### config.mk
export PLATFORM = sky130hd
export DESIGN_NAME = osc_top
export DESIGN_NICKNAME = d
export VERILOG_FILES = /design/src/core/osc_pkg.sv /design/src/core/osc_if.sv /design/src/core/osc_apb.sv /design/src/core/osc_filter.sv /design/src/core/osc_top.sv /design/src/sim/osc_load.sv
export SDC_FILE = /design/constraint.sdc
export NUM_CORES = 1
export LEC_CHECK = 0
export ABC_AREA = 1
export BUFFER_PORTS_ARGS = -buffer_cell sky130_fd_sc_hd__buf_2
export CORE_UTILIZATION = 56
export DETAILED_ROUTE_END_ITERATION = 10
export HOLD_SLACK_MARGIN = 0.1
export PLACE_DENSITY = 0.81
export REMOVE_ABC_BUFFERS = 1
export SLEW_MARGIN = 15
export SYNTH_ARGS = -nofsm -noshare
export SYNTH_HDL_FRONTEND = slang
export SYNTH_HIERARCHICAL = 1
export SYNTH_SLANG_ARGS = --single-unit
### constraint.sdc
create_clock -name pclk -period 4 [get_ports pclk]
set_input_delay 0.6 -clock pclk [delete_from_list [all_inputs] [get_ports pclk]]
set_output_delay 0.6 -clock pclk [all_outputs]
set_load 0.02 [all_outputs]
### src/core/osc_pkg.sv
// Shared constants, types and helpers for the divided oscillator output control.
// Assumes pclk is the master oscillator's time base at 100 MHz.
package osc_pkg;

    // ==========================================================================
    // Timing
    // ==========================================================================
    localparam int CLK_PERIOD_NS = 10;
    // One master period spans two clock cycles, so that ratio 1 still comes from a flop.
    localparam int T_MASTER_NS = 20;
    localparam int MASTER_CYC = T_MASTER_NS / CLK_PERIOD_NS;
    localparam int START_MASTER = 500;
    localparam int START_CYC = START_MASTER * MASTER_CYC;
    localparam int START_W = 11;
    localparam logic [START_W-1:0] START_LAST = START_W'(START_CYC - 1);
    localparam int FILT_STEP = 16;
    localparam int FILT_BASE = 6;
    localparam int FILT_W = 10;

    // ==========================================================================
    // Divider and code layout
    // ==========================================================================
    localparam int CODE_W = 4;
    localparam int LOG_W = 3;
    localparam int CNT_W = 8;
    localparam int FLOAT_BIT = 3;
    localparam logic [CNT_W-1:0] CNT_MAX = 8'hff;
    localparam logic [CNT_W-1:0] CNT_ZERO = 8'h00;
    localparam logic [CNT_W-1:0] CNT_ONE = 8'h01;
    localparam logic [CODE_W-1:0] CODE_TOP = 4'hf;
    localparam logic [LOG_W-1:0] LOG_HALF_MAX = 3'h1;

    // ==========================================================================
    // Register map
    // ==========================================================================
    localparam int ADDR_W = 12;
    localparam int DATA_W = 32;
    localparam logic [ADDR_W-1:0] CTRL_OFF = 12'h000;
    localparam logic [ADDR_W-1:0] STAT_OFF = 12'h004;
    localparam int CTRL_OVR_BIT = 0;
    localparam int CTRL_CODE_LSB = 4;
    localparam int STAT_CODE_LSB = 0;
    localparam int STAT_FLOAT_BIT = 4;
    localparam int STAT_DONE_BIT = 5;
    localparam int STAT_RUN_BIT = 6;
    localparam int STAT_LOG_LSB = 8;

    typedef enum logic [1:0] {OSC_ST_START, OSC_ST_IDLE, OSC_ST_RUN} osc_state_t;

    // Log2 of the division ratio: low half counts up, high half mirrors it.
    function automatic logic [LOG_W-1:0] osc_log_of(input logic [CODE_W-1:0] code);
        if (code[FLOAT_BIT])
        begin
            osc_log_of = LOG_W'(CODE_TOP - code);
        end
        else
        begin
            osc_log_of = code[LOG_W-1:0];
        end
    endfunction : osc_log_of

    // Counter preset so the low phase before the first rise is one master period,
    // or half an output period when the ratio is below four.
    function automatic logic [CNT_W-1:0] osc_load(input logic [LOG_W-1:0] lg);
        if (lg <= LOG_HALF_MAX)
        begin
            osc_load = CNT_ZERO;
        end
        else
        begin
            osc_load = (CNT_ONE << lg) - CNT_W'(MASTER_CYC);
        end
    endfunction : osc_load

endpackage : osc_pkg

### src/core/osc_if.sv
// Interface between the register slave and the output control core.
// Assumes both ends run on pclk.
`timescale 1ns/100ps
interface osc_if;
    import osc_pkg::*;
    logic ovr_en;
    logic [CODE_W-1:0] ovr_code;
    logic [CODE_W-1:0] act_code;
    logic float_bit;
    logic start_done;
    logic running;
    logic [LOG_W-1:0] ratio_log;

    modport regs (output ovr_en, output ovr_code, input act_code, input float_bit,
                  input start_done, input running, input ratio_log);
    modport core (input ovr_en, input ovr_code, output act_code, output float_bit,
                  output start_done, output running, output ratio_log);
endinterface : osc_if

### src/core/osc_apb.sv
// APB slave holding the override control register and the status register.
// Assumes an APB3 master; every access completes with one wait-free access phase.
`timescale 1ns/100ps
module osc_apb
    import osc_pkg::*;
(
    input wire logic pclk,
    input wire logic presetn,
    input wire logic [ADDR_W-1:0] paddr,
    input wire logic psel,
    input wire logic penable,
    input wire logic pwrite,
    input wire logic [DATA_W-1:0] pwdata,
    output logic [DATA_W-1:0] prdata,
    output logic pready,
    output logic pslverr,
    osc_if.regs regs
);
    logic setup;
    logic commit;
    logic hit;
    logic ovr_en_q;
    logic [CODE_W-1:0] ovr_code_q;
    logic [DATA_W-1:0] rd_word;
    logic [DATA_W-1:0] prdata_q;
    logic pready_q;
    logic pslverr_q;

    assign setup = psel && !penable;
    assign commit = psel && penable && pready_q;
    assign hit = (paddr == CTRL_OFF) || (paddr == STAT_OFF);
    assign regs.ovr_en = ovr_en_q;
    assign regs.ovr_code = ovr_code_q;
    assign prdata = prdata_q;
    assign pready = pready_q;
    assign pslverr = pslverr_q;

    // Read word chosen from the address; unmapped space reads as zero.
    always_comb
    begin
        rd_word = '0;
        if (paddr == CTRL_OFF)
        begin
            rd_word[CTRL_OVR_BIT] = ovr_en_q;
            rd_word[CTRL_CODE_LSB +: CODE_W] = ovr_code_q;
        end
        else if (paddr == STAT_OFF)
        begin
            rd_word[STAT_CODE_LSB +: CODE_W] = regs.act_code;
            rd_word[STAT_FLOAT_BIT] = regs.float_bit;
            rd_word[STAT_DONE_BIT] = regs.start_done;
            rd_word[STAT_RUN_BIT] = regs.running;
            rd_word[STAT_LOG_LSB +: LOG_W] = regs.ratio_log;
        end
    end

    // Answer is registered in the setup cycle so every bus output comes from a flop.
    always_ff @(posedge pclk or negedge presetn)
    begin
        if (!presetn)
        begin
            pready_q <= 1'b0;
            pslverr_q <= 1'b0;
            prdata_q <= '0;
        end
        else
        begin
            pready_q <= setup;
            pslverr_q <= setup && !hit;
            prdata_q <= (setup && !pwrite) ? rd_word : '0;
        end
    end

    // Only the control word is writable; status writes are dropped silently.
    always_ff @(posedge pclk or negedge presetn)
    begin
        if (!presetn)
        begin
            ovr_en_q <= 1'b0;
            ovr_code_q <= '0;
        end
        else if (commit && pwrite && paddr == CTRL_OFF)
        begin
            ovr_en_q <= pwdata[CTRL_OVR_BIT];
            ovr_code_q <= pwdata[CTRL_CODE_LSB +: CODE_W];
        end
    end

endmodule : osc_apb

### src/core/osc_filter.sv
// Divider-select code filter: a new code is taken only after it held still long enough.
// Assumes the raw code is synchronous to pclk.
`timescale 1ns/100ps
module osc_filter
    import osc_pkg::*;
(
    input wire logic pclk,
    input wire logic presetn,
    input wire logic [CODE_W-1:0] raw_code,
    output logic [CODE_W-1:0] act_code,
    output logic code_stable
);
    logic [CODE_W-1:0] raw_q;
    logic [CODE_W-1:0] act_q;
    logic [CODE_W-1:0] diff;
    logic [FILT_W-1:0] dwell_q;
    logic [FILT_W-1:0] dwell_last;

    // Dwell length grows with the size of the jump, so a wandering level never wins.
    assign diff = (raw_q > act_q) ? (raw_q - act_q) : (act_q - raw_q);
    assign dwell_last = FILT_W'(FILT_STEP * (int'(diff) + FILT_BASE) * MASTER_CYC - 1);
    assign act_code = act_q;
    assign code_stable = (raw_q == act_q) && (raw_code == raw_q);

    // Previous raw sample, used to restart the dwell on any movement.
    always_ff @(posedge pclk or negedge presetn)
    begin
        if (!presetn)
            raw_q <= '0;
        else
            raw_q <= raw_code;
    end

    // Any change restarts the dwell, so codes passed on the way are never applied.
    always_ff @(posedge pclk or negedge presetn)
    begin
        if (!presetn)
        begin
            dwell_q <= '0;
            act_q <= '0;
        end
        else if (raw_code != raw_q || raw_q == act_q)
        begin
            dwell_q <= '0;
        end
        else if (dwell_q == dwell_last)
        begin
            act_q <= raw_q;
            dwell_q <= '0;
        end
        else
        begin
            dwell_q <= dwell_q + 1'b1;
        end
    end
endmodule : osc_filter

### src/core/osc_top.sv
// Divided oscillator output control: divider, enable sync, code filter, start-up.
// Assumes pclk is the master time base and all pin inputs are synchronous to it.
//
// How it works
// Enable high drives the divided clock actively, regardless of the float bit.
// Enable low with float bit set leaves the output undriven.
// Enable low with float bit clear drives the output low.
// Rising enable waits for oscillator alignment so the first pulse is full width.
// Ratio 1 or 2: enable delay is at most one output period.
// Ratio above 2: enable delay is at most two master periods.
// Falling enable disables the output at once, cutting any high pulse.
// In float mode enabling usually drives low first; first high pulse stays full.
// Code keeps being sampled; only a stable code applies, never intermediate ones.
// Code change latency is sixteen times difference plus six master periods.
// A confirmed code switches the ratio without glitches.
// Reset starts start-up; output stays undriven throughout.
// Start-up lasts 500 master periods whatever the ratio.
// Enabled at start-up end: low one master or half output period first.
// Disabled at start-up end: driven low if float clear, else stays undriven.
// One code sets both float bit and division ratio.
// The code is four bits from a converter sampling the ratio pin level.
// Codes 0-7 float 0, ratio 2^code; 8-15 float 1, ratio 2^(15-code).
// Start-up waits for a stable valid code and lengthens while it moves.
// A binary counter on the master clock gives a square wave at master/ratio.
`timescale 1ns/100ps
module osc_top
    import osc_pkg::*;
(
    input wire logic pclk,
    input wire logic presetn,
    input wire logic [ADDR_W-1:0] paddr,
    input wire logic psel,
    input wire logic penable,
    input wire logic pwrite,
    input wire logic [DATA_W-1:0] pwdata,
    output logic [DATA_W-1:0] prdata,
    output logic pready,
    output logic pslverr,
    input wire logic out_enable,
    input wire logic [CODE_W-1:0] divider_select_code,
    output logic osc_out,
    output logic osc_out_oe
);

    // ==========================================================================
    // Declarations
    // ==========================================================================
    osc_if u_if ();

    osc_state_t st_q;
    osc_state_t st_d;
    logic [CODE_W-1:0] raw_code;
    logic [CODE_W-1:0] act_code;
    logic code_stable;
    logic float_when_disabled;
    logic [LOG_W-1:0] log_new;
    logic [LOG_W-1:0] log_q;
    logic [LOG_W-1:0] log_d;
    logic [CNT_W-1:0] cnt_q;
    logic [CNT_W-1:0] cnt_d;
    logic [START_W-1:0] start_cnt_q;
    logic start_done;
    logic load;
    logic out_q;
    logic out_d;
    logic out_oe_q;
    logic out_oe_d;

    // ==========================================================================
    // Register slave
    // ==========================================================================
    osc_apb u_apb (
        .pclk (pclk),
        .presetn (presetn),
        .paddr (paddr),
        .psel (psel),
        .penable (penable),
        .pwrite (pwrite),
        .pwdata (pwdata),
        .prdata (prdata),
        .pready (pready),
        .pslverr (pslverr),
        .regs (u_if.regs)
    );

    // ==========================================================================
    // Code selection and filtering
    // ==========================================================================
    // Software may substitute its own code; it goes through the same filter as the pin.
    assign raw_code = u_if.ovr_en ? u_if.ovr_code : divider_select_code;

    osc_filter u_filter (
        .pclk (pclk),
        .presetn (presetn),
        .raw_code (raw_code),
        .act_code (act_code),
        .code_stable (code_stable)
    );

    // Both the float bit and the ratio come from the one filtered code.
    assign float_when_disabled = act_code[FLOAT_BIT];
    assign log_new = osc_log_of(act_code);

    // Status back to the register slave.
    assign u_if.act_code = act_code;
    assign u_if.float_bit = float_when_disabled;
    assign u_if.start_done = (st_q != OSC_ST_START);
    assign u_if.running = (st_q == OSC_ST_RUN);
    assign u_if.ratio_log = log_q;

    // ==========================================================================
    // Start-up interval
    // ==========================================================================
    // Counter saturates; start-up also waits on a settled code, so a moving level
    // lengthens it without bound, which is the intended trade.
    always_ff @(posedge pclk or negedge presetn)
    begin
        if (!presetn)
            start_cnt_q <= '0;
        else if (st_q == OSC_ST_START && start_cnt_q != START_LAST)
            start_cnt_q <= start_cnt_q + 1'b1;
    end

    assign start_done = (start_cnt_q == START_LAST) && code_stable;

    // ==========================================================================
    // Output state machine
    // ==========================================================================
    // Next state; a falling enable leaves the run state with no alignment wait.
    always_comb
    begin
        st_d = st_q;
        load = 1'b0;
        case (st_q)
            OSC_ST_START:
            begin
                if (start_done && out_enable)
                begin
                    st_d = OSC_ST_RUN;
                    load = 1'b1;
                end
                else if (start_done)
                begin
                    st_d = OSC_ST_IDLE;
                end
            end
            OSC_ST_IDLE:
            begin
                if (out_enable)
                begin
                    st_d = OSC_ST_RUN;
                    load = 1'b1;
                end
            end
            OSC_ST_RUN:
            begin
                if (!out_enable)
                    st_d = OSC_ST_IDLE;
            end
            default:
            begin
                st_d = OSC_ST_START;
            end
        endcase
    end

    // State register.
    always_ff @(posedge pclk or negedge presetn)
    begin
        if (!presetn)
            st_q <= OSC_ST_START;
        else
            st_q <= st_d;
    end

    // ==========================================================================
    // Divider
    // ==========================================================================
    // On enable the counter is preset so the output first sits low for one master
    // period, or half an output period at ratios below four, then rises on time.
    // Apart from the enable preset, a new ratio is taken only at the counter wrap, where every tap is at the
    // start of a low phase, so neither pulse is shortened.
    always_comb
    begin
        if (load)
        begin
            log_d = log_new;
            cnt_d = osc_load(log_new);
        end
        else if (cnt_q == CNT_MAX)
        begin
            log_d = log_new;
            cnt_d = CNT_ZERO;
        end
        else
        begin
            log_d = log_q;
            cnt_d = cnt_q + CNT_ONE;
        end
    end

    // Counter and ratio registers.
    always_ff @(posedge pclk or negedge presetn)
    begin
        if (!presetn)
        begin
            cnt_q <= CNT_ZERO;
            log_q <= '0;
        end
        else
        begin
            cnt_q <= cnt_d;
            log_q <= log_d;
        end
    end

    // ==========================================================================
    // Pin drive
    // ==========================================================================
    // Computed from the next state so that enable and disable both take one cycle.
    always_comb
    begin
        out_oe_d = (st_d == OSC_ST_RUN) ||
                   (st_d == OSC_ST_IDLE && !float_when_disabled);
        out_d = (st_d == OSC_ST_RUN) && cnt_d[log_d];
    end

    // Output flops; the enable flop is what a board-level wired-OR relies on.
    always_ff @(posedge pclk or negedge presetn)
    begin
        if (!presetn)
        begin
            out_q <= 1'b0;
            out_oe_q <= 1'b0;
        end
        else
        begin
            out_q <= out_d;
            out_oe_q <= out_oe_d;
        end
    end

    assign osc_out = out_q;
    assign osc_out_oe = out_oe_q;
endmodule : osc_top

### src/sim/osc_load.sv
// Board load model hanging on the oscillator output pin.
// Assumes a pull-up on the board, so an undriven pin reads high.
`timescale 1ns/100ps
module osc_load
(
    input wire logic osc_out,
    input wire logic osc_out_oe,
    output logic pin_level
);
    // ========================================================================
    // Pin resolution
    // ========================================================================
    // The pull-up wins only while the driver is off, so a float never reads as a low.
    assign pin_level = osc_out_oe ? osc_out : 1'b1;
endmodule : osc_load

==> results.txt <==
----------------------------------------------------
[Run status]
  Result of the run ... finished, final reports clean

[CTS]
  Setup Fix Bufs, Post-CTS ... 0
  Clock Sinks ... 62
  Number of levels the H-tree was split into ... 3
  Inserted Clock Buffers ... 9
  Clock transition at the registers of the reported paths ... 0.07 ns
  Count of hold-fix buffers inserted at cts ... 0
  Largest buffer count on any clock path ... 2
  Clk Latency, worst-skew pair ... around 0.35 ns
  Clock tree from TritonCTS ... done
  Buffer type at the clock tree root ... clkbuf_8
  Number of gates given a new drive strength after cts ... 0

[Floorplan]
  I/O pin total ... 90
  Number of rows created at floorplan ... 31
  Area of the core ... between 7000 and 8000 um2
  Die Span Y ... about 90 um
  Full die area ... 8070 um2
  Width of the die ... 89.8 um
  Initial core utilization ... 58.6%

[Cells and area]
  Total number of nets in the final design ... 635
  Share of the core filled with cells in the final layout ... about 65%
  Antenna diodes ... 0
  Highest-count cells in the layout ignoring fill and taps ... nand2_1 (102), inv_1 (71), dfrtp_1 (62), nand3_1 (54), nor2_1 (42)
  Post-route cell area ... ~4800 um2
  Layout Cells excl Fill ... 668
  Area Overhead vs Synth ... 10.3%
  Layout cell share with drive strength beyond 1 ... 23.9%
  Leading cell type in the layout, fill and taps excluded ... nand2_1
  # fillers ... slightly above 600

[Critical path]
  Arrival time worst endpoint ... between 3 and 4 ns
  Maximum fanout along the worst path ... 10
  Required arrival time at the worst endpoint ... 4.23 ns
  Kind of launch point of the worst setup path ... flip-flop
  Setup crit end kind ... flip-flop
  Type of the worst setup path ... flip-flop to flip-flop

[Route]
  Mean number of vias per cell ... between 4 and 5
  DRT antenna net count ... 0
  Residual DRC count ... 0
  Number of design-rule violations left by the first detailed-router iteration ... 143
  Number of vias in the routed layout ... approximately 3,300
  Number of iterations in the first detailed-routing pass ... 4
  Total length of routed wires ... slightly above 8000 um
  Per-cell routed wire length ... between 10 and 15 um

[Synthesis]
  Most used flip-flop cell after synthesis ... dfrtp_1
  Compound-cell area share of the yosys netlist ... under 10%
  Seq/Total Area, Yosys ... between 30% and 40%
  Combinational family with the most area after synthesis ... simple AND/OR/NAND/NOR gates
  Count of warnings emitted by yosys ... 6
  FFs w/ async S/R, synth ... 100%
  #FFs+latches synth ... 62
  Mux share of post-synthesis cell area ... under 10%
  Adder and majority gate portion of the synthesized area ... between 5 and 6%
  Portion of synthesized cell area occupied by the leading cell type ... roughly 36%
  Number of synthesized flops with an enable pin ... 0
  Number of different library cells in the post-synthesis netlist ... 41
  Synth Instances ... 514
  Area share of and/or/nand/nor cells after synthesis ... roughly 34%
  Cell area after synthesis ... between 4000 and 5000 um2
  Synth area leader ... dfrtp_1
  Xor-xnor portion of the synthesized cell area ... under 10%
  Main area contributors after synthesis ... dfrtp_1 (36%), nand2_1 (8.9%), nand3_1 (6.3%)
  Post-synthesis area per instance ... roughly 8.4 um2

[Worst hold path]
  Path class of the lowest-slack min-delay path ... input pin to asynchronous set/reset pin

[Power and ir drop]
  Total power ... approximately 1.4 mW
  Pwr per Cell Area ... between 200 and 300 nW/um2
  Leakage power total ... between 2 and 2.5 nW
  Worst IR Drop VDD ... 0.000202 V

[Timing]
  Smallest hold slack ... between 0.3 and 0.4 ns
  Top achievable clock speed ... about 0.29 GHz
  Hold Violations, Final ... 0
  Unrepaired setup endpoints after global routing ... false
  Slew of the pin with the lowest slew margin ... 0.793 ns
  Aggregate negative setup slack ... 0 ns
  Worst slew margin ... approximately 47%
  Count of final setup violators ... 0
  Period Utilization, post-route ... between 80 and 90%
  Min cycle time layout ... roughly 3.5 ns
  Final Max Tran Viols ... 0
  Clock Skews ... around 0.007 ns
  Least setup slack across all paths after layout ... between 0.5 and 0.6 ns

[Global route]
  First-pass GRT wire length ... between 10,000 and 15,000 um
  Maximum number of pins on one net before global-route repair ... 38
  Via count of the first global-routing pass ... between 3,000 and 4,000
  Residual overflow from global routing ... 0
  Overall fraction of global-route tracks in use ... 22.7%
  Number of antenna violations at the first check in global routing ... 0

[Place]
  Number of cells in the design after placement ... about 650
  Half-perimeter wire length of the detailed placement result ... 6360 um
  Final weighted congestion in routability-driven placement ... slightly above 0.8
  Total of buffers placed on input and output ports ... between 40 and 50
  Placement Setup Slack ... 0.468 ns
  Post-place instance area ... 4550 um2

[Run]
  Max capacitance violation total ... 0

----------------------------------------------------
[worst paths after layout]
kind	endpoint	start	slack (ns)	cells after the start
worst max-delay path	u_filter/act_code[1]$_DFFE_PN0P_	u_filter/act_code[2]$_DFFE_PN0P_	0.50	18
worst min-delay path	u_apb/prdata[7]$_DFF_PN0_	presetn	0.33	1
worst max register to register	u_filter/act_code[1]$_DFFE_PN0P_	u_filter/act_code[2]$_DFFE_PN0P_	0.50	18
worst min register to register	u_filter/dwell_q[0]$_DFF_PN0_	u_filter/dwell_q[0]$_DFF_PN0_	0.47	1
max in group asynchronous	u_filter/dwell_q[3]$_DFF_PN0_	presetn	2.83	2
min in group pclk	st_q[0]$_DFF_PN0_	out_enable	0.42	2
[per-layer routing]
metal / global-route usage, % / up-vias / part of all wire, %
met1: 27.7 / 1541 / 43
li1: - / 1668 / -
met2: 39.2 / 63 / 51
met3: 4.82 / 17 / 3.4
met4: 8.47 / 0 / 2.0
met5: 0 / - / 0
[area by class of cell]
type | instances | area [um2] | area share, %
inverters | 83 | 318 | 6.66
clock buffers | 13 | 179 | 3.75
repair buffers | 43 | 220 | 4.62
well taps | 99 | 124 | 2.60
multi-input cells | 365 | 2340 | 49.0
clock inverters | 3 | 40.0 | 0.840
flip-flops and latches | 62 | 1550 | 32.5
[logic make-up after synthesis]
group	count (synthesis)
AOI/OAI and AO/OA	25
xor gates and xnor gates	32
adders and majority gates	17
buffers and inverters	107
DFF	62
muxes	5
other	1
and+or+nand+nor	265
[cell usage after synthesis (11+ instances only)]
cell type and n:
dfrtp_1 62, ha_1 15, nand3_1 54, inv_1 71, nand2_1 102, nor2_1 42, buf_4 21, xnor2_1 12
nand2_2 11, xor2_1 16
[critical path, stage by stage, from the launching register on]
cell	delay, ns
dfrtp_1	0.60
inv_1	0.09
ha_1	0.55
nand2_1	0.10
nor2_1	0.10
nor2_1	0.07
nor2_4	0.12
nand2_1	0.06
nand2_1	0.10
inv_1	0.09
ha_1	0.32
xnor2_1	0.14
xnor2_1	0.13
nor4_1	0.27
nand2_2	0.11
nor2_4	0.22
nand4_4	0.15
nand2_1	0.09
nand2_1	0.06
[where the power goes]
group          internal [mW]  switching (mW)
registers              0.631         0.00408
clock network          0.354           0.238
logic                 0.0528           0.111
total                   1.04           0.353
[registers in the layout, summed over array words and instances (netlist names)]
register and count:
u_filter/raw_q 4, u_apb/pready 1, u_filter/dwell_q 10, st_q 2
osc_out_oe 1, osc_out 1, u_apb/regs.ovr_code 4, u_apb/regs.ovr_en 1
start_cnt_q 11, u_apb/pslverr 1, log_q 3, u_filter/act_code 4
cnt_q 8, u_apb/prdata 11
Power figures use the tool's default switching activity.
